File: config.mk
export PLATFORM = sky130hd
export DESIGN_NAME = dds_core
export DESIGN_NICKNAME = d
export VERILOG_FILES = /design/src/dds_pkg.sv /design/src/dds_fifo.sv /design/src/dds_core.sv
export SDC_FILE = /design/constraint.sdc
export NUM_CORES = 1
export LEC_CHECK = 0
export BUFFER_PORTS_ARGS = -buffer_cell sky130_fd_sc_hd__buf_2
export CORE_MARGIN = 2
export CORE_UTILIZATION = 25
export CTS_BUF_LIST = sky130_fd_sc_hd__clkbuf_4 sky130_fd_sc_hd__clkbuf_8
export CTS_CLUSTER_DIAMETER = 150
export DETAILED_ROUTE_END_ITERATION = 10
export GPL_TIMING_DRIVEN = 0
export MAX_ROUTING_LAYER = met4
export PLACE_DENSITY_LB_ADDON = 0.2
export RECOVER_POWER = 100
export SYNTH_ARGS = -nofsm -noshare
export SYNTH_HDL_FRONTEND = slang
export SYNTH_SLANG_ARGS = --single-unit
File: constraint.sdc
create_clock -name mclk -period 16 [get_ports mclk]
set_input_delay 0.8 -clock mclk [delete_from_list [all_inputs] [get_ports mclk]]
set_output_delay 0.8 -clock mclk [all_outputs]
set_load 0.005 [all_outputs]
File: src/dds_pkg.sv
`default_nettype none

package dds_pkg;

   // ****************************************************************
   // Widths
   // ****************************************************************
   localparam int ACC_W = 32;
   localparam int PHASE_W = 14;
   localparam int DAC_W = 10;
   localparam int FIFO_DEPTH = 8;

   // ****************************************************************
   // Timing
   // ****************************************************************
   localparam int CLK_PERIOD_NS = 10;
   localparam int REF_MIN_PERIOD_NS = 1000;
   // Longest allowed gap between reference edges, rounded down
   localparam int LOSS_CYC = REF_MIN_PERIOD_NS / CLK_PERIOD_NS;
   localparam int RST_LATENCY_CYC = 13;
   localparam int RST_MIN_CYC = 5;
   localparam int RST_RECOVERY_CYC = 2;
   // Counted from release, so a minimal reset gives the full latency
   localparam int RST_AFTER_CYC = RST_LATENCY_CYC - RST_MIN_CYC;

   // ****************************************************************
   // Reset values and cosine mapping constants
   // ****************************************************************
   localparam logic [ACC_W-1:0] ACC_RESET = 32'h0000_0000;
   localparam logic [ACC_W-1:0] FTW_RESET = 32'h0000_0000;
   localparam logic [DAC_W-1:0] DAC_MID = 10'h200;
   localparam logic [DAC_W-1:0] COS_ZERO = 10'h3FF;
   localparam logic [PHASE_W-1:0] PHASE_QUARTER = 14'h1000;
   localparam logic signed [PHASE_W-1:0] HALF_CENTRE = 14'sh1000;
   localparam logic [27:0] PARAB_PEAK = 28'h100_0000;
   localparam int PARAB_SHIFT = 15;

   // ****************************************************************
   // Types
   // ****************************************************************
   typedef struct packed {
      logic pwr_down;
      logic [ACC_W-1:0] tuning_word;
   } dds_load_t;

   typedef enum logic [1:0] {
      ST_RESET = 2'b00,
      ST_RECOVER = 2'b01,
      ST_RUN = 2'b11,
      ST_SLEEP = 2'b10
   } dds_state_t;

endpackage

`default_nettype wire

File: src/dds_fifo.sv
`default_nettype none

module dds_fifo #(
   parameter int WIDTH = 10,
   parameter int DEPTH = 8
) (
   input wire logic mclk, // Core clock
   input wire logic rstn, // Sync reset, active low
   input wire logic in_valid, // Write request
   output logic in_ready, // Room for a word
   input wire logic [WIDTH-1:0] in_data, // Word written
   output logic out_valid, // Word available
   input wire logic out_ready, // Read request
   output logic [WIDTH-1:0] out_data // Oldest word
);

   localparam int PW = (DEPTH > 1) ? $clog2(DEPTH) : 1;

   generate
      if (WIDTH < 1 || DEPTH < 2)
      begin : g_bad
         $error("dds_fifo: WIDTH must be >= 1 and DEPTH >= 2");
      end
   endgenerate

   logic [WIDTH-1:0] mem [DEPTH];
   logic [PW-1:0] wr_ptr;
   logic [PW-1:0] rd_ptr;
   logic [PW:0] count;
   logic do_wr;
   logic do_rd;

   assign in_ready = (count != (PW+1)'(DEPTH));
   assign out_valid = (count != '0);
   assign out_data = mem[rd_ptr];
   assign do_wr = in_valid && in_ready;
   assign do_rd = out_valid && out_ready;

   always_ff @(posedge mclk)
   begin
      if (do_wr)
      begin
         mem[wr_ptr] <= in_data;
      end
   end

   always_ff @(posedge mclk)
   begin
      if (!rstn)
      begin
         wr_ptr <= '0;
         rd_ptr <= '0;
      end
      else
      begin
         if (do_wr)
         begin
            wr_ptr <= (wr_ptr == PW'(DEPTH - 1)) ? '0 : wr_ptr + 1'b1;
         end
         if (do_rd)
         begin
            rd_ptr <= (rd_ptr == PW'(DEPTH - 1)) ? '0 : rd_ptr + 1'b1;
         end
      end
   end

   always_ff @(posedge mclk)
   begin
      if (!rstn)
      begin
         count <= '0;
      end
      else if (do_wr && !do_rd)
      begin
         count <= count + 1'b1;
      end
      else if (do_rd && !do_wr)
      begin
         count <= count - 1'b1;
      end
   end

endmodule

`default_nettype wire

File: src/dds_core.sv
// Contract
// - Each reference clock rising edge adds the tuning word into the phase accumulator; the code skips an edge met with a full sample buffer.
// - Accumulator overflow drops the carry and wraps modulo two to the 32.
// - Truncated 14-bit phase is mapped to its cosine amplitude.
// - Output frequency equals tuning word times reference rate over two to the 32.
// - Every cosine sample goes to the DAC as a 10-bit word.
// - A new tuning word never clears or reloads the accumulator.
// - Reference clock slower than 1 MHz forces automatic power-down.
// - Synthesis resumes by itself once the reference clock is fast again.
// - Update strobe rising edge moves the loaded word into the active register.
// - Reset clears frequency register and power-down bit, output heads to cosine zero.
// - Reset output latency 13 cycles, minimum width 5, recovery 2 cycles.
`default_nettype none

module dds_core #(
   parameter int FIFO_DEPTH = dds_pkg::FIFO_DEPTH,
   parameter int LOSS_CYC = dds_pkg::LOSS_CYC
) (
   input wire logic mclk, // Core clock, 100 MHz
   input wire logic rstn, // Master reset, sync, active low
   input wire logic ref_clock_in, // Reference clock, sampled
   input wire logic freq_update_strobe, // Rising edge commits loaded word
   input wire dds_pkg::dds_load_t load_word, // Data input register contents
   input wire logic dac_ready, // DAC takes the sample
   output logic dac_valid, // Sample presented
   output logic [dds_pkg::DAC_W-1:0] dac_word, // Cosine sample, offset binary
   output logic power_down, // Core idle, either cause
   output logic clock_lost // Reference below minimum rate
);

   generate
      if (FIFO_DEPTH < 2 || LOSS_CYC < 2)
      begin : g_bad
         $error("dds_core: FIFO_DEPTH and LOSS_CYC must be >= 2");
      end
   endgenerate

   localparam int GAP_W = $clog2(LOSS_CYC + 1);
   localparam int AGE_W = $clog2(dds_pkg::RST_AFTER_CYC + 1);

   // ****************************************************************
   // Cosine mapping
   // ****************************************************************
   // Parabolic half-wave fit: no table storage, up to about 29 LSB of error.
   function automatic logic [dds_pkg::DAC_W-1:0] cos_of(input logic [dds_pkg::PHASE_W-1:0] ph);
      logic [dds_pkg::PHASE_W-1:0] ps;
      logic signed [dds_pkg::PHASE_W-1:0] d;
      logic [27:0] sq;
      logic [10:0] mag;
      logic [10:0] v;
      ps = ph + dds_pkg::PHASE_QUARTER;
      d = $signed({1'b0, ps[dds_pkg::PHASE_W-2:0]}) - dds_pkg::HALF_CENTRE;
      sq = 28'(d * d);
      mag = 11'((dds_pkg::PARAB_PEAK - sq) >> dds_pkg::PARAB_SHIFT);
      if (ps[dds_pkg::PHASE_W-1])
      begin
         v = 11'({1'b0, dds_pkg::DAC_MID}) - mag;
      end
      else
      begin
         v = 11'({1'b0, dds_pkg::DAC_MID}) + mag;
      end
      if (v > 11'({1'b0, dds_pkg::COS_ZERO}))
      begin
         v = 11'({1'b0, dds_pkg::COS_ZERO});
      end
      return v[dds_pkg::DAC_W-1:0];
   endfunction

   // ****************************************************************
   // Input edge detection
   // ****************************************************************
   logic ref_q;
   logic ref_qq;
   logic upd_q;
   logic upd_qq;
   logic ref_rise;
   logic upd_rise;

   always_ff @(posedge mclk)
   begin
      ref_q <= ref_clock_in;
      ref_qq <= ref_q;
      upd_q <= freq_update_strobe;
      upd_qq <= upd_q;
   end

   assign ref_rise = ref_q && !ref_qq;
   assign upd_rise = upd_q && !upd_qq;

   // ****************************************************************
   // Active frequency register and power-down bit
   // ****************************************************************
   logic [dds_pkg::ACC_W-1:0] ftw;
   logic pd_bit;

   always_ff @(posedge mclk)
   begin
      if (!rstn)
      begin
         ftw <= dds_pkg::FTW_RESET;
         pd_bit <= 1'b0;
      end
      else if (upd_rise)
      begin
         ftw <= load_word.tuning_word;
         pd_bit <= load_word.pwr_down;
      end
   end

   // ****************************************************************
   // Reference clock loss detection
   // ****************************************************************
   logic [GAP_W-1:0] gap;

   always_ff @(posedge mclk)
   begin
      if (!rstn)
      begin
         gap <= '0;
      end
      else if (ref_rise)
      begin
         gap <= '0;
      end
      else if (gap != GAP_W'(LOSS_CYC))
      begin
         gap <= gap + 1'b1;
      end
   end

   always_ff @(posedge mclk)
   begin
      if (!rstn)
      begin
         clock_lost <= 1'b0;
      end
      else if (gap == GAP_W'(LOSS_CYC))
      begin
         clock_lost <= 1'b1;
      end
      else if (ref_rise)
      begin
         clock_lost <= 1'b0;
      end
   end

   // ****************************************************************
   // Reset aftermath and state
   // ****************************************************************
   logic [AGE_W-1:0] age;
   logic age_done;
   dds_pkg::dds_state_t state;
   logic sleep_req;

   assign age_done = (age == AGE_W'(dds_pkg::RST_AFTER_CYC));
   assign sleep_req = pd_bit || clock_lost;

   always_ff @(posedge mclk)
   begin
      if (!rstn)
      begin
         age <= '0;
      end
      else if (!age_done)
      begin
         age <= age + 1'b1;
      end
   end

   always_ff @(posedge mclk)
   begin
      if (!rstn)
      begin
         state <= dds_pkg::ST_RESET;
      end
      else
      begin
         case (state)
            dds_pkg::ST_RESET: state <= dds_pkg::ST_RECOVER;
            dds_pkg::ST_RECOVER:
            begin
               // Second cycle after release; steps start after recovery
               if (age >= AGE_W'(dds_pkg::RST_RECOVERY_CYC - 1))
               begin
                  state <= sleep_req ? dds_pkg::ST_SLEEP : dds_pkg::ST_RUN;
               end
            end
            dds_pkg::ST_RUN:
            begin
               if (sleep_req)
               begin
                  state <= dds_pkg::ST_SLEEP;
               end
            end
            dds_pkg::ST_SLEEP:
            begin
               if (!sleep_req)
               begin
                  state <= dds_pkg::ST_RUN;
               end
            end
            default: state <= dds_pkg::ST_RESET;
         endcase
      end
   end

   always_ff @(posedge mclk)
   begin
      if (!rstn)
      begin
         power_down <= 1'b0;
      end
      else
      begin
         power_down <= (state == dds_pkg::ST_SLEEP);
      end
   end

   // ****************************************************************
   // Phase accumulator and sample generation
   // ****************************************************************
   logic [dds_pkg::ACC_W-1:0] acc;
   logic push_valid;
   logic [dds_pkg::DAC_W-1:0] push_data;
   logic fifo_in_ready;
   logic step;

   // A reference edge met with a full buffer is skipped: the phase stalls
   assign step = ref_rise && (state == dds_pkg::ST_RUN) && !sleep_req && fifo_in_ready && !push_valid;

   always_ff @(posedge mclk)
   begin
      if (!rstn)
      begin
         acc <= dds_pkg::ACC_RESET;
      end
      else if (step)
      begin
         // Carry out of bit 31 is dropped; never reloaded on update
         acc <= dds_pkg::ACC_W'(acc + ftw);
      end
   end

   always_ff @(posedge mclk)
   begin
      if (!rstn)
      begin
         push_valid <= 1'b0;
         push_data <= dds_pkg::DAC_MID;
      end
      else
      begin
         push_valid <= step;
         if (step)
         begin
            push_data <= cos_of(acc[dds_pkg::ACC_W-1 -: dds_pkg::PHASE_W]);
         end
      end
   end

   // ****************************************************************
   // Sample buffer and DAC port
   // ****************************************************************
   logic fifo_out_valid;
   logic fifo_out_ready;
   logic [dds_pkg::DAC_W-1:0] fifo_out_data;

   assign fifo_out_ready = age_done && (!dac_valid || dac_ready);

   dds_fifo #(
      .WIDTH(dds_pkg::DAC_W),
      .DEPTH(FIFO_DEPTH)
   ) u_fifo (
      .mclk(mclk),
      .rstn(rstn),
      .in_valid(push_valid),
      .in_ready(fifo_in_ready),
      .in_data(push_data),
      .out_valid(fifo_out_valid),
      .out_ready(fifo_out_ready),
      .out_data(fifo_out_data)
   );

   always_ff @(posedge mclk)
   begin
      if (!rstn)
      begin
         dac_valid <= 1'b0;
         dac_word <= dds_pkg::DAC_MID;
      end
      else if (age == AGE_W'(dds_pkg::RST_AFTER_CYC - 1))
      begin
         dac_word <= dds_pkg::COS_ZERO;
      end
      else if (fifo_out_ready)
      begin
         dac_valid <= fifo_out_valid;
         if (fifo_out_valid)
         begin
            dac_word <= fifo_out_data;
         end
      end
   end

endmodule

`default_nettype wire

== Word-level counts from Yosys, hierarchy flattened ==
Memories as Yosys holds them, arrays and structs flattened. A register that Yosys moved wholly into a read port is not among the register bits.
Index checks and enable logic that the tools add are counted.
W data, S select, Z words.
Cells by class
  order comparisons: 2
  equality and inequality tests: 13
  $add $sub $neg: 12
  mux-type cells: 22
  reductions and logical operators: 32
  bitwise operators: 2
  multiply operators: 1
Operators by type and width (count)
  $mux W11: 3
  $add A32 B32 Y32: 1
  $mux W9: 3
  $mul A14 B14 Y26: 1
  $sub A25 B26 Y26 const A: 1
  $add A14 B13 Y14 const B: 1
  $sub A13 B13 Y14 const B: 1
  $mux W3: 4
  $add A10 B11 Y11 const A: 1
  $gt A11 B10 Y1 const B: 1
  $logic_and A1 B1 Y1: 11
  $sub A10 B11 Y11 const A: 1
  $mux W10: 1
  $add A4 B1 Y4 const B: 2
  $mux W4: 2
  $pmux W2 S4: 1
  $reduce_bool A2 Y1: 4
  $add A7 B1 Y7 const B: 1
  $eq A7 B7 Y1 const B: 1
  $logic_not A1 Y1: 7
  $ne A7 B7 Y1 const B: 1
  $add A3 B1 Y3 const B: 2
  $eq A3 B3 Y1 const B: 2
  $mux W2: 3
  other kinds (16): 28
Storage, ports and cells
  RAM bits: 80
  word-level logic and storage cells: 105
  output and inout port bits: 13
  memories: 1
  bits in registers: 116
Memories
  u_fifo.mem: depth 8, bits a word 10, rd ports 1, clocked after Yosys merged registers in 1, wr ports 1, RTL line dds_fifo.sv:26  | logic [WIDTH-1:0] mem [DEPTH];

== Longest topological paths before layout ==
Gate-level depths: netlist of run 1.
  depth after elaboration: 10
  mapped depth: 26

== Hierarchy ==
Synthesis of run 1 repeated with hierarchy kept, for this count alone.
Second synthesis, totals
  cell total of the unflattened synthesis: 1574
  area, all modules: 15880.2 µm²
By module, submodules not included
  dds_core: times used 1, cells each 1384, sequential area each 2122.0 µm², area each 12111.6 µm²
  dds_fifo: times used 1, cells each 190, sequential area each 2662.6 µm², area each 3768.6 µm²

== Least setup slack after synthesis of run 1 ==
OpenSTA, ideal clock, no wires.
  path type: reg-to-reg
  start point: reg acc[30] in the netlist's numbering
  end point: reg push_data[6] in the netlist's numbering
  slack: 8645 ps
  cell stages (with the launch flop): 23
  arrival time: 7237 ps
  buffers on the path: 2
  required time: 15881 ps
  period minus slack after synthesis: 7355 ps
  path through: dfxtp_1 -> clkbuf_1 -> clkbuf_1 -> nand2_1 -> fa_1 -> inv_1 -> fa_1 -> inv_1 -> fa_1 -> fa_1 -> fa_1 -> fa_1 -> ha_1 -> a211o_1 -> a21oi_1 -> a21boi_1 -> o22a_2 -> a2111o_1 -> a211o_1 -> o41ai_4 -> xnor2_2 -> nand2_2 -> o221a_1
Between the ends
  cells in the longest elaborated chain, start to end: 10
Ends and longest elaborated chain
  from (decl): RTL line dds_core.sv:223  | logic [dds_pkg::ACC_W-1:0] acc;
  from (signal assigned): RTL line dds_core.sv:236  | acc <= dds_pkg::ACC_RESET;
  from (signal assigned): RTL line dds_core.sv:241  | acc <= dds_pkg::ACC_W'(acc + ftw);
  $add A14 B13 Y14 (*): RTL line dds_core.sv:51  | ps = ph + dds_pkg::PHASE_QUARTER;
  $sub A13 B13 Y14: RTL line dds_core.sv:52  | d = $signed({1'b0, ps[dds_pkg::PHASE_W-2:0]}) - dds_pkg::HALF_CENTRE;
  $mul A14 B14 Y26: RTL line dds_core.sv:53  | sq = 28'(d * d);
  $sub A25 B26 Y26: RTL line dds_core.sv:54  | mag = 11'((dds_pkg::PARAB_PEAK - sq) >> dds_pkg::PARAB_SHIFT);
  $add A10 B11 Y11 / $sub A10 B11 Y11 (equally long branches): RTL line dds_core.sv:61, dds_core.sv:57
  $mux W11 (*): RTL line dds_core.sv:55  | if (ps[dds_pkg::PHASE_W-1])
  $mux W11 (*): RTL line dds_core.sv:255  | if (step)
  $mux W11 (*): RTL line dds_core.sv:247  | if (!rstn)
  $gt A11 B10 Y1: RTL line dds_core.sv:63  | if (v > 11'({1'b0, dds_pkg::COS_ZERO}))
  $mux W10 (*): RTL line dds_core.sv:63
  to (signal assigned): RTL line dds_core.sv:250  | push_data <= dds_pkg::DAC_MID;
  to (signal assigned): RTL line dds_core.sv:257  | push_data <= cos_of(acc[dds_pkg::ACC_W-1 -: dds_pkg::PHASE_W]);
  to (decl): RTL line dds_core.sv:225  | logic [dds_pkg::DAC_W-1:0] push_data;
Every way passes the cells marked *; elsewhere a longest branch is shown, timed or not. The select of a mux whose other input is x is not followed.
A chain may end at the register's enable or synchronous reset.

== Worst setup path after layout of run 1 ==
Ends and elaborated chain as after synthesis.

==> results of run 1 <==
-- worst paths after layout --
check / slack, ns / endpoint
setup / recovery: 6.66 / push_data[6]
hold / removal: 0.36 / ref_qq
setup reg to reg: 6.66 / push_data[6]
hold reg to reg: 0.36 / ref_qq
-- cell type report --
cell class | count | area [µm²]
Buffer | 55 | 225.2
Clock buffer | 17 | 234.0
Clock inverter | 15 | 191.4
Fill cell | 6462 | 44280
Inverter | 228 | 855.8
Multi-Input combinational cell | 1040 | 9553
Sequential cell | 199 | 4785
Tap cell | 790 | 988.4
Timing Repair Buffer | 55 | 255.2
-- layer usage --
metal | part of all wire, % | wire length [µm] | track usage (%) | vias to the layer above
met3 | 2.0 | 776 | 1.359 | 27
met1 | 49 | 18740 | 17.13 | 5228
met5 | 0 | 0 | - | -
li1 | - | - | - | 5230
met4 | 1.6 | 612 | 3.195 | 0
met2 | 47 | 17870 | 20.79 | 118
-- cell usage after synthesis, drive strengths merged, types with 3 or more instances --
cell / number
a21o: 19
a31oi: 10
o21bai: 7
edfxtp: 80
and2: 23
o22ai: 5
a211o: 4
xor2: 32
o21a: 8
fa: 162
and3: 8
nor2b: 16
nor2: 65
nand3b: 3
xnor2: 48
nand2b: 10
inv: 228
o211ai: 9
ha: 130
o41ai: 3
a21oi: 110
a211oi: 12
dfxtp: 119
or3: 6
nand3: 15
nand4: 9
or4: 3
o31ai: 8
clkbuf: 47
mux4: 20
nor3b: 6
nand2: 185
nor3: 18
buf: 7
o21ai: 31
mux2i: 18
-- power by group through the flow --
stage	combinational [mW]	clock, mW	sequential, mW
after CTS	0.101	0.354	0.541
after floorplan	0.0725	0	0.549
after global routing	0.111	0.372	0.542
final	0.0987	0.341	0.541
after detailed placement	0.101	0	0.552
after global placement	0.0994	0	0.552
-- worst reg2reg max path, cell delays in order, from the launching register on --
cell	delay [ns]
dfxtp_1	0.58
clkbuf_1	0.54
clkbuf_1	0.64
nand2_1	0.40
fa_1	0.71
inv_1	0.17
fa_1	0.57
inv_1	0.05
fa_1	0.52
fa_1	0.44
fa_1	0.52
fa_1	0.50
ha_1	0.30
clkbuf_1	0.19
o21a_1	0.24
a2111oi_0	0.46
o22ai_1	0.19
or3b_1	0.48
a31oi_1	0.23
xnor2_1	0.30
o41ai_4	0.17
xnor2_1	0.68
nand2_2	0.11
o221a_1	0.24
-- stage by stage --
step           setup slack [ns]  power (mW)  util, %  cells
2_1_floorplan             8.645      0.6216        -   1522
3_3_place_gp              6.894      0.6515    27.21   2362
3_5_place_dp              6.887      0.6532    27.33   2367
4_1_cts                   6.873      0.9965    28.03   2399
5_1_grt                   6.126       1.025    27.84   2399
6_report                  6.663      0.9799    27.84   2399
-- cell families after synthesis --
group                    Yosys count  synth area share, %
flip-flops                       199                30.95
multiplexers                      38                4.080
buffers and inverters            283                7.172
AO/OA/AOI/OAI                    250                10.29
AND/OR/NAND/NOR                  380                11.42
adder cells (fa/ha/maj)          292                31.50
XOR/XNOR                          80                4.582
-- cell usage in the layout (no fill, tap or decap), drive strengths merged, types with 9 or more instances in the layout --
cell / synthesis / layout
edfxtp: 80 / 80
clkbuf: 47 / 85
fa: 162 / 162
inv: 228 / 237
mux4: 20 / 20
a211oi: 12 / 12
o21ai: 31 / 31
and2: 23 / 23
nand2b: 10 / 10
nand2: 185 / 185
buf: 7 / 41
dfxtp: 119 / 119
o211ai: 9 / 9
ha: 130 / 130
mux2i: 18 / 18
xnor2: 48 / 48
nor2: 65 / 65
a21oi: 110 / 110
a31oi: 10 / 10
a21o: 19 / 19
nand4: 9 / 9
nor2b: 16 / 16
xor2: 32 / 32
nand3: 15 / 15
nor3: 18 / 18
-- registers in the layout (all words and copies together), names as in the netlist, named ones only --
register and flops:
clock_lost 1, ref_q 1, gap 7, push_valid 1
u_fifo.count 4, acc 32, upd_q 1, dac_valid 1
dac_word 10, u_fifo.mem 80, upd_qq 1, push_data 10
age 4, pd_bit 1, ftw 32, state 2
ref_qq 1, u_fifo.rd_ptr 3, u_fifo.wr_ptr 3, power_down 1
==> impl_metrics.py, run 1 <==
metrics = {
    "clock_network": {
        "clk_pin_slew_ns": 0.12,
        "cts_buffers": 17,
        "cts_sinks": 199,
        "tritoncts": "yes",
        "ctsHoldBuffers": 0,
        "root_buffer": "clkbuf_8",
        "cts_setup_buffers": 0,
        "htreeDepth": 4,
        "clk_latency_ns": 0.51,
        "cts_buffer_depth": 2,
        "cts.repair.resized": 0,
    },
    "critical_path": {
        "end_kind": "flip-flop",
        "r2r_cells": 23,
        "critical-path-top-delay-family": "adder cells",
        "cp_max_fo": 10,
        "critPathKind": "reg2reg",
        "crit_top_cell": "fa_1",
        "crit_start": "acc[30]",
        "worst_path_max_delay_cell": "fa_1",
        "cpPeakStageDelay_ns": 0.71,
        "path_cells": "clkbuf_1 -> clkbuf_1 -> nand2_1 -> fa_1 -> inv_1 -> fa_1 -> inv_1 -> fa_1 -> fa_1 -> fa_1 -> fa_1 -> ha_1 -> clkbuf_1 -> o21a_1 -> a2111oi_0 -> o22ai_1 -> or3b_1 -> a31oi_1 -> xnor2_1 -> o41ai_4 -> xnor2_1 -> nand2_2 -> o221a_1",
        "rr_startpoint": "acc[30]",
        "crit_required_ns": 16.40,
        "cp_num_buf_inv": 5,
        "start_kind": "flip-flop",
        "arrival_ns": 9.74,
        "worst-path-stages": 23,
    },
    "yosys": {
        "synth-seq-area-share_pct": 30.95,
        "synthArstFlopShare_pct": 0,
        "synth_ff_type": "dfxtp_1",
        "synth_edf_count": 80,
        "synth_top_area_share_pct": 20.98,
        "syn_area_per_cell_um2": 10.16,
        "syn-instance-count": 1522,
        "synthTopCellsByArea": "fa_1 (21%), edfxtp_1 (16%), dfxtp_1 (15%)",
        "syn-num-nets": 1852,
        "yosys_warnings": 0,
        "yosysTopAreaCell": "fa_1",
        "syn_area_um2": 15460,
        "ys_types": 81,
        "ys_ff_latch": 199,
    },
    "detailed_routing": {
        "viasPerCell": 4.420,
        "drtPass1Iterations": 7,
        "wl_per_cell_um": 15.84,
        "drc_errors": 0,
        "num_vias": 10600,
        "first_iter_violations": 505,
        "wl_um": 38000,
        "antenna_left": 0,
    },
    "power": {
        "seqPwrFrac_pct": 55.2,
        "sw_frac_of_total_pct": 29.25,
        "p_comb_share_pct": 10.1,
        "p_sw_uw": 286.6,
        "p_int_uw": 693.3,
        "pwr_density_cell_nw_per_um2": 57.35,
        "pwr-share-clk_pct": 34.8,
        "ir_drop_v": 0.00005454,
        "p_leak_nw": 6.738,
    },
    "global_routing": {
        "grt_max_degree": 23,
        "grt_use_total_pct": 12.82,
        "grt_pass1_vias": 11160,
        "grt_first_pass_wirelength_um": 62170,
        "overflow": 0,
        "antenna_found_initial": 0,
    },
    "min_path": {
        "hp-class": "reg2reg",
        "min_path_cells": 0,
        "hp-start": "ref_q",
    },
    "layout": {
        "drive_gt1_share_pct": 6.774,
        "antenna_cells": 0,
        "nets": 1926,
        "area_growth_pct": 10.55,
        "final_area_um2": 17090,
    },
    "placement": {
        "dpl.hpwl_um": 30520,
        "placed_cell_area_um2": 16770,
        "io_buffers": 50,
        "gp_congestion": 0.8635,
    },
    "sta": {
        "finalCriticalPeriod_ns": 9.337,
        "maxSlewViolCount": 0,
        "tns_ns": 0,
        "fmax_mhz": 107.1,
        "max_slew_margin_pct": 30.40,
        "rsz0062_at_grt": "no",
        "finalClockSkew_ns": 0.02458,
        "hold_viol_final": 0,
        "hold_ws_ns": 0.3557,
        "tightest_slew_ns": 1.040,
        "setup_viol": 0,
        "period_share_pct": 58.36,
    },
    "floorplanning": {
        "die_w_um": 252.7,
        "coreArea_um2": 61370,
        "die_h_um": 252.7,
        "start_util_pct": 25.19,
        "num_rows": 91,
        "die-area_um2": 63830,
        "io_pins": 51,
    },
    "status": {
        "outcome": "completed",
    },
    "run": {
        "drv_cap": 0,
    },
}
No activity file was read; power rests on OpenSTA's default activity.
==> inputs of run 2 (changes only) <==
clock period = 8.3 ns   (was 16 ns; I/O delays follow)
==> run 2 against run 1 <==
Against the previous run:
- final cell count hardly changed
- hold slack worse by 0.23 ns
- final area is 0.60% higher
- sequential cell count stayed put
- critical path depth is 1 lower
- first-iteration DRC count is 8.3% higher
- critical path type unchanged
- largest cell class unchanged
- largest power group unchanged
==> impl_metrics.py, run 2 (synthesis results as in run 1) <==
metrics = {
    "floorplanning": {
        "start_util_pct": 25.19,
        "num_rows": 91,
        "coreArea_um2": 61370,
        "die-area_um2": 63830,
        "die_w_um": 252.7,
        "die_h_um": 252.7,
        "io_pins": 51,
    },
    "sta": {
        "tightest_slew_ns": 1.037,
        "fmax_mhz": 125.4,
        "finalCriticalPeriod_ns": 7.977,
        "finalClockSkew_ns": 0.02392,
        "hold_viol_final": 0,
        "layout_setup_ws_ns": 0.3228,
        "setup_viol": 0,
        "period_share_pct": 96.11,
        "maxSlewViolCount": 0,
        "max_slew_margin_pct": 30.60,
        "rsz0062_at_grt": "no",
    },
    "critical_path": {
        "critPathKind": "reg2reg",
        "reg2reg_slack_ns": 0.32,
        "r2r_cells": 22,
        "cp_max_fo": 10,
        "arrival_ns": 8.38,
        "rr_startpoint": "acc[23]",
        "end_kind": "flip-flop",
        "r2r-end": "push_data[6]",
        "start_kind": "flip-flop",
        "crit_required_ns": 8.70,
    },
    "placement": {
        "dpl.hpwl_um": 30520,
        "gp_congestion": 0.8635,
        "placed_cell_area_um2": 16770,
        "placed_cells": 2367,
        "dp_slack_ns": -0.8135,
        "io_buffers": 50,
    },
    "detailed_routing": {
        "first_iter_violations": 547,
        "antenna_left": 0,
        "viasPerCell": 4.414,
        "wl_um": 38060,
        "wl_per_cell_um": 15.85,
        "drc_errors": 0,
        "num_vias": 10600,
        "drtPass1Iterations": 5,
    },
    "power": {
        "p_comb_share_pct": 10.4,
        "p_sw_uw": 553.0,
        "pwr_density_cell_nw_per_um2": 110.2,
        "sw_frac_of_total_pct": 29.19,
        "p_int_mw": 1.341,
        "seqPwrFrac_pct": 55.0,
        "ir_drop_v": 0.0001051,
        "pwr-share-clk_pct": 34.6,
        "p_leak_nw": 6.804,
    },
    "run": {
        "drv_cap": 0,
    },
    "clock_network": {
        "htreeDepth": 4,
        "cts_buffer_depth": 2,
        "cts_sinks": 199,
        "tritoncts": "yes",
        "cts_setup_buffers": 0,
        "clk_pin_slew_ns": 0.12,
        "clk_latency_ns": 0.51,
        "root_buffer": "clkbuf_8",
        "cts_buffers": 17,
    },
    "layout": {
        "final_common_cell": "inv_1",
        "regMostFlops": "u_fifo.mem",
        "layout_common_cells": "inv_1 (228), nand2_1 (183), fa_1 (161)",
        "stdcell_count": 2401,
        "area_growth_pct": 11.21,
        "largest_reg_flops": 80,
        "final_area_um2": 17190,
        "drive_gt1_share_pct": 7.821,
        "antenna_cells": 0,
        "nets": 1928,
        "top_regs": "u_fifo.mem x80, acc x32, ftw x32",
    },
    "global_routing": {
        "overflow": 0,
        "grt_first_pass_wirelength_um": 62170,
        "grt_max_degree": 23,
        "grt_pass1_vias": 11170,
        "grt_use_total_pct": 12.82,
        "antenna_found_initial": 0,
    },
    "min_path": {
        "hold_end": "ftw[6]",
        "hp-class": "in2reg",
        "hp-start": "load_word[6]",
        "min_path_cells": 3,
    },
    "status": {
        "outcome": "completed",
    },
}
run 2: cell types whose count changed in the layout (fill, tap and decap cells not counted), sizes merged:
cell / change
dlygate4sd3: +2
clkbuf: -2
buf: +2
run 2: per-layer routing:
layer	track usage (%)	share of wire [%]	vias to the layer above
li1	-	-	5223
met1	17.12	49	5250
met2	20.82	47	98
met3	1.359	1.8	27
met4	3.195	1.6	0
met5	-	0	-
run 2: layout make-up:
type	count	area [µm²]
clock inverter	15	191.4
fill	6457	44180
buffer	55	261.5
clock buffer	17	234.0
multi-input combinational	1040	9598
sequential	199	4786
timing repair buffer	57	275.3
inverter	228	855.8
tap	790	988.4
run 2: timing repair:
item | in CTS | in global routing
pin swaps | 1 | 0
endpoints found under the setup margin | 10 | 10
hold endpoints to repair | 2 | 0
hold buffers | 2 | 0
gates resized for setup | 7 | 19
run 2: stage by stage:
stage	total power [mW]	utilization, %	TNS [ns]	hold WS, ns
floorplan	1.198	-	0	0.3318
global placement	1.256	27.21	-6.944	0.3386
detailed placement	1.259	27.33	-6.955	0.3391
CTS	1.924	28.10	0	0.09073
global route	1.982	28.01	0	0.1081
finish	1.894	28.01	0	0.1294
run 2: worst max-delay path, cell delays in order (launching register included):
cell      delay (ns)
dfxtp_1         0.57
clkbuf_1        0.53
and2_1          0.23
fa_1            0.49
fa_1            0.57
inv_1           0.05
fa_1            0.52
fa_1            0.46
fa_1            0.55
inv_1           0.05
fa_1            0.54
inv_1           0.04
ha_1            0.30
a211o_1         0.27
a21oi_2         0.42
nand3b_1        0.14
o22a_2          0.26
a2111o_1        0.46
a211o_1         0.39
o41ai_4         0.48
xnor2_4         0.22
nand2_2         0.10
o221a_1         0.24
run 2: worst max path at each step:
stage	startpoint	slack (ns)	to
CTS	acc[29]	0.03	push_data[6]
detailed placement	acc[30]	-0.81	push_data[6]
finish	acc[23]	0.32	push_data[6]
floorplan	acc[30]	0.94	push_data[6]
global route	acc[27]	0.03	push_data[6]
global placement	acc[30]	-0.81	push_data[6]
run 2: power by group through the flow:
| stage | Combinational, mW | Clock, mW | Sequential (mW) |
|---|---|---|---|
| 2_1_floorplan | 0.140 | 0 | 1.06 |
| 3_3_place_gp | 0.192 | 0 | 1.06 |
| 3_5_place_dp | 0.194 | 0 | 1.06 |
| 4_1_cts | 0.199 | 0.683 | 1.04 |
| 5_1_grt | 0.220 | 0.717 | 1.05 |
| 6_report | 0.197 | 0.656 | 1.04 |
==> inputs of run 3 (changes only) <==
ABC_AREA = 1   (was default)
PLACE_DENSITY = 0.47   (was default)
PLACE_DENSITY_LB_ADDON = default   (was 0.2)
SYNTH_HIERARCHICAL = 1   (was default)
==> run 3 against run 2 <==
Against the previous run:
- combinational power increased to 3.5 times the previous value
- core utilization decreased by 0.25 points
- critical path depth increased by 4
- maximum frequency increased by 4.8%
- synthesized cell count increased by 42%
- sequential share of layout area decreased by 2.2 points
- clock power decreased by 7.9%
- sequential cell count unchanged
- non-clock buffer count decreased by 4
- highest routed layer unchanged
==> impl_metrics.py, run 3 <==
metrics = {
    "clock_network": {
        "root_buffer": "clkbuf_8",
        "cts_buffers": 17,
        "htreeDepth": 4,
        "tritoncts": "yes",
        "cts_buffer_depth": 2,
        "cts_sinks": 199,
        "clk_pin_slew_ns": 0.11,
        "clk_latency_ns": 0.50,
    },
    "floorplanning": {
        "num_rows": 95,
        "die-area_um2": 69890,
        "die_h_um": 264.4,
        "io_pins": 51,
        "start_util_pct": 25.24,
        "die_w_um": 264.4,
        "coreArea_um2": 67160,
    },
    "sta": {
        "tns_ns": 0,
        "fmax_mhz": 131.4,
        "tightest_slew_ns": 1.002,
        "maxSlewViolCount": 0,
        "setup_viol": 0,
        "period_share_pct": 91.70,
        "finalClockSkew_ns": 0.01652,
        "finalCriticalPeriod_ns": 7.611,
        "rsz0062_at_grt": "no",
        "max_slew_margin_pct": 32.96,
        "hold_viol_final": 0,
    },
    "detailed_routing": {
        "viasPerCell": 4.369,
        "first_iter_violations": 891,
        "met1_length_um": 22070,
        "met2_length_um": 21050,
        "antenna_left": 0,
        "wl_per_cell_um": 14.68,
        "drtPass1Iterations": 7,
        "wl_um": 45690,
        "num_vias": 13600,
        "route.met3.wl_um": 1732,
        "drc_errors": 0,
        "highest_layer": "met4",
    },
    "critical_path": {
        "critical-path-top-delay-family": "adder cells",
        "cp_max_fo": 10,
        "cpPeakStageDelay_ns": 0.80,
        "start_kind": "flip-flop",
        "r2r_cells": 26,
        "worst-path-stages": 26,
        "cp_num_buf_inv": 6,
        "crit_required_ns": 8.71,
        "arrival_ns": 8.02,
        "worst_path_max_delay_cell": "fa_1",
        "critPathKind": "reg2reg",
        "end_kind": "flip-flop",
    },
    "power": {
        "p_total_mw": 2.346,
        "pwr_density_cell_nw_per_um2": 125.9,
        "p_leak_nw": 8.978,
        "ir_drop_v": 0.0001050,
    },
    "global_routing": {
        "grt_max_degree": 19,
        "grt_pass1_vias": 13610,
        "grt_first_pass_wirelength_um": 73260,
        "overflow": 0,
        "antenna_found_initial": 0,
        "grt_use_total_pct": 13.71,
    },
    "placement": {
        "dpl.hpwl_um": 37650,
        "io_buffers": 50,
        "placed_cell_area_um2": 18290,
        "gp_congestion": 0.9055,
    },
    "yosys": {
        "synthArstFlopShare_pct": 0,
        "ys_types": 48,
        "ys_ff_latch": 199,
        "synth_commonest_cells": "nand2_1 (453), inv_1 (422), nor2_1 (271), fa_1 (162), ha_1 (128)",
        "syn_area_per_cell_um2": 7.865,
        "yosysTopAreaCell": "fa_1",
        "synth_edf_count": 80,
        "syn-instance-count": 2155,
        "synth-seq-area-share_pct": 28.23,
        "synth_top_area_share_pct": 19.13,
        "yosys_warnings": 6,
        "syn_area_um2": 16950,
        "synthTopCellsByArea": "fa_1 (19%), edfxtp_1 (14%), dfxtp_1 (14%)",
        "synth_ff_type": "dfxtp_1",
        "syn-num-nets": 2483,
        "post-synth-top-count-cell": "nand2_1",
    },
    "layout": {
        "final_area_um2": 18640,
        "regMostFlops": "u_fifo/mem",
        "layout_common_cells": "nand2_1 (455), inv_1 (423), nor2_1 (272)",
        "fill_cells": 7294,
        "nets": 2554,
        "largest_reg_flops": 80,
        "multi_input_area_um2": 10230,
        "area_growth_pct": 9.988,
        "drive_gt1_share_pct": 5.717,
        "top_regs": "u_fifo/mem x80, acc x32, ftw x32",
        "regArea_um2": 4785,
        "final_common_cell": "nand2_1",
    },
    "run": {
        "drv_cap": 0,
    },
    "status": {
        "outcome": "completed",
    },
    "min_path": {
        "hp-class": "in2reg",
        "min_path_cells": 3,
    },
}
==> run 3: logic make-up after synthesis <==
group,after synthesis,share of synthesized area (%)
XOR/XNOR,40,2.067
adder cells (fa/ha/maj),290,28.58
flip-flops,199,28.23
AND/OR/NAND/NOR,854,20.85
AO/OA/AOI/OAI,286,9.058
buffers and inverters,486,11.21
==> run 3: repair_timing <==
item	in CTS	in global routing
setup endpoints to repair	0	1
hold endpoints to repair	2	0
gates resized for setup	0	2
hold buffers	2	0
setup buffers	0	0
==> run 3: report_power, final <==
group	leakage (nW)	switching [mW]	internal [mW]	total [mW]
logic	6.99	0.477	0.213	0.690
clock network	0.185	0.377	0.227	0.604
registers	1.80	0.0202	1.03	1.05
total	8.98	0.875	1.47	2.35
==> run 3: final cells by class <==
| cell class | instances | share of cell area (%) |
|---|---|---|
| multi-input combinational | 1470 | 54.89 |
| clock inverter | 12 | 0.5974 |
| timing repair buffer | 52 | 1.396 |
| clock buffer | 20 | 1.376 |
| antenna | 1 | 0.01342 |
| inverter | 430 | 8.658 |
| buffer | 56 | 1.544 |
| sequential | 199 | 25.67 |
| tap | 873 | 5.859 |
==> run 3: path summary, 6_finish.rpt <==
path / from / endpoint / slack, ns
hold reg to reg: upd_q / upd_qq / 0.36
setup / recovery: acc[20] / push_data[9] / 0.69
setup reg to reg: acc[20] / push_data[9] / 0.69
hold / removal: load_word[4] / ftw[4] / 0.14
==> run 3: per-stage QoR <==
| step | cells | setup slack [ns] | util [%] | hold WS [ns] |
|---|---|---|---|---|
| 2_1_floorplan | 2155 | 2.168 | - | 0.3308 |
| 3_3_place_gp | 3078 | 0.5057 | 27.24 | 0.3368 |
| 3_5_place_dp | 3078 | 0.4961 | 27.24 | 0.3424 |
| 4_1_cts | 3112 | 0.4728 | 27.81 | 0.1053 |
| 5_1_grt | 3112 | 0.1655 | 27.75 | 0.1224 |
| 6_report | 3113 | 0.6888 | 27.76 | 0.1410 |
==> run 3: worst register-to-register path, cell delays in order (launching register included) <==
cell and delay [ns]:
dfxtp_1 0.59, clkbuf_1 0.56, nand2_1 0.21, fa_1 0.69, fa_1 0.80, inv_1 0.16, fa_1 0.52, inv_1 0.05
fa_1 0.51, inv_1 0.07, fa_1 0.53, inv_1 0.06, fa_1 0.50, ha_1 0.43, a21oi_1 0.19, nand2_1 0.08
a21oi_1 0.17, nand3_1 0.22, a21oi_1 0.27, nand3b_1 0.14, nand2_1 0.21, inv_1 0.11, nand3_1 0.11, nand2_4 0.14
nand2_1 0.10, nand2_1 0.07, nand2_1 0.04
==> run 3: metal layers <==
metal	GRT usage, %	vias up
met2	21.42	206
met3	1.960	43
met5	-	-
met4	3.578	0
li1	-	6831
met1	18.63	6522
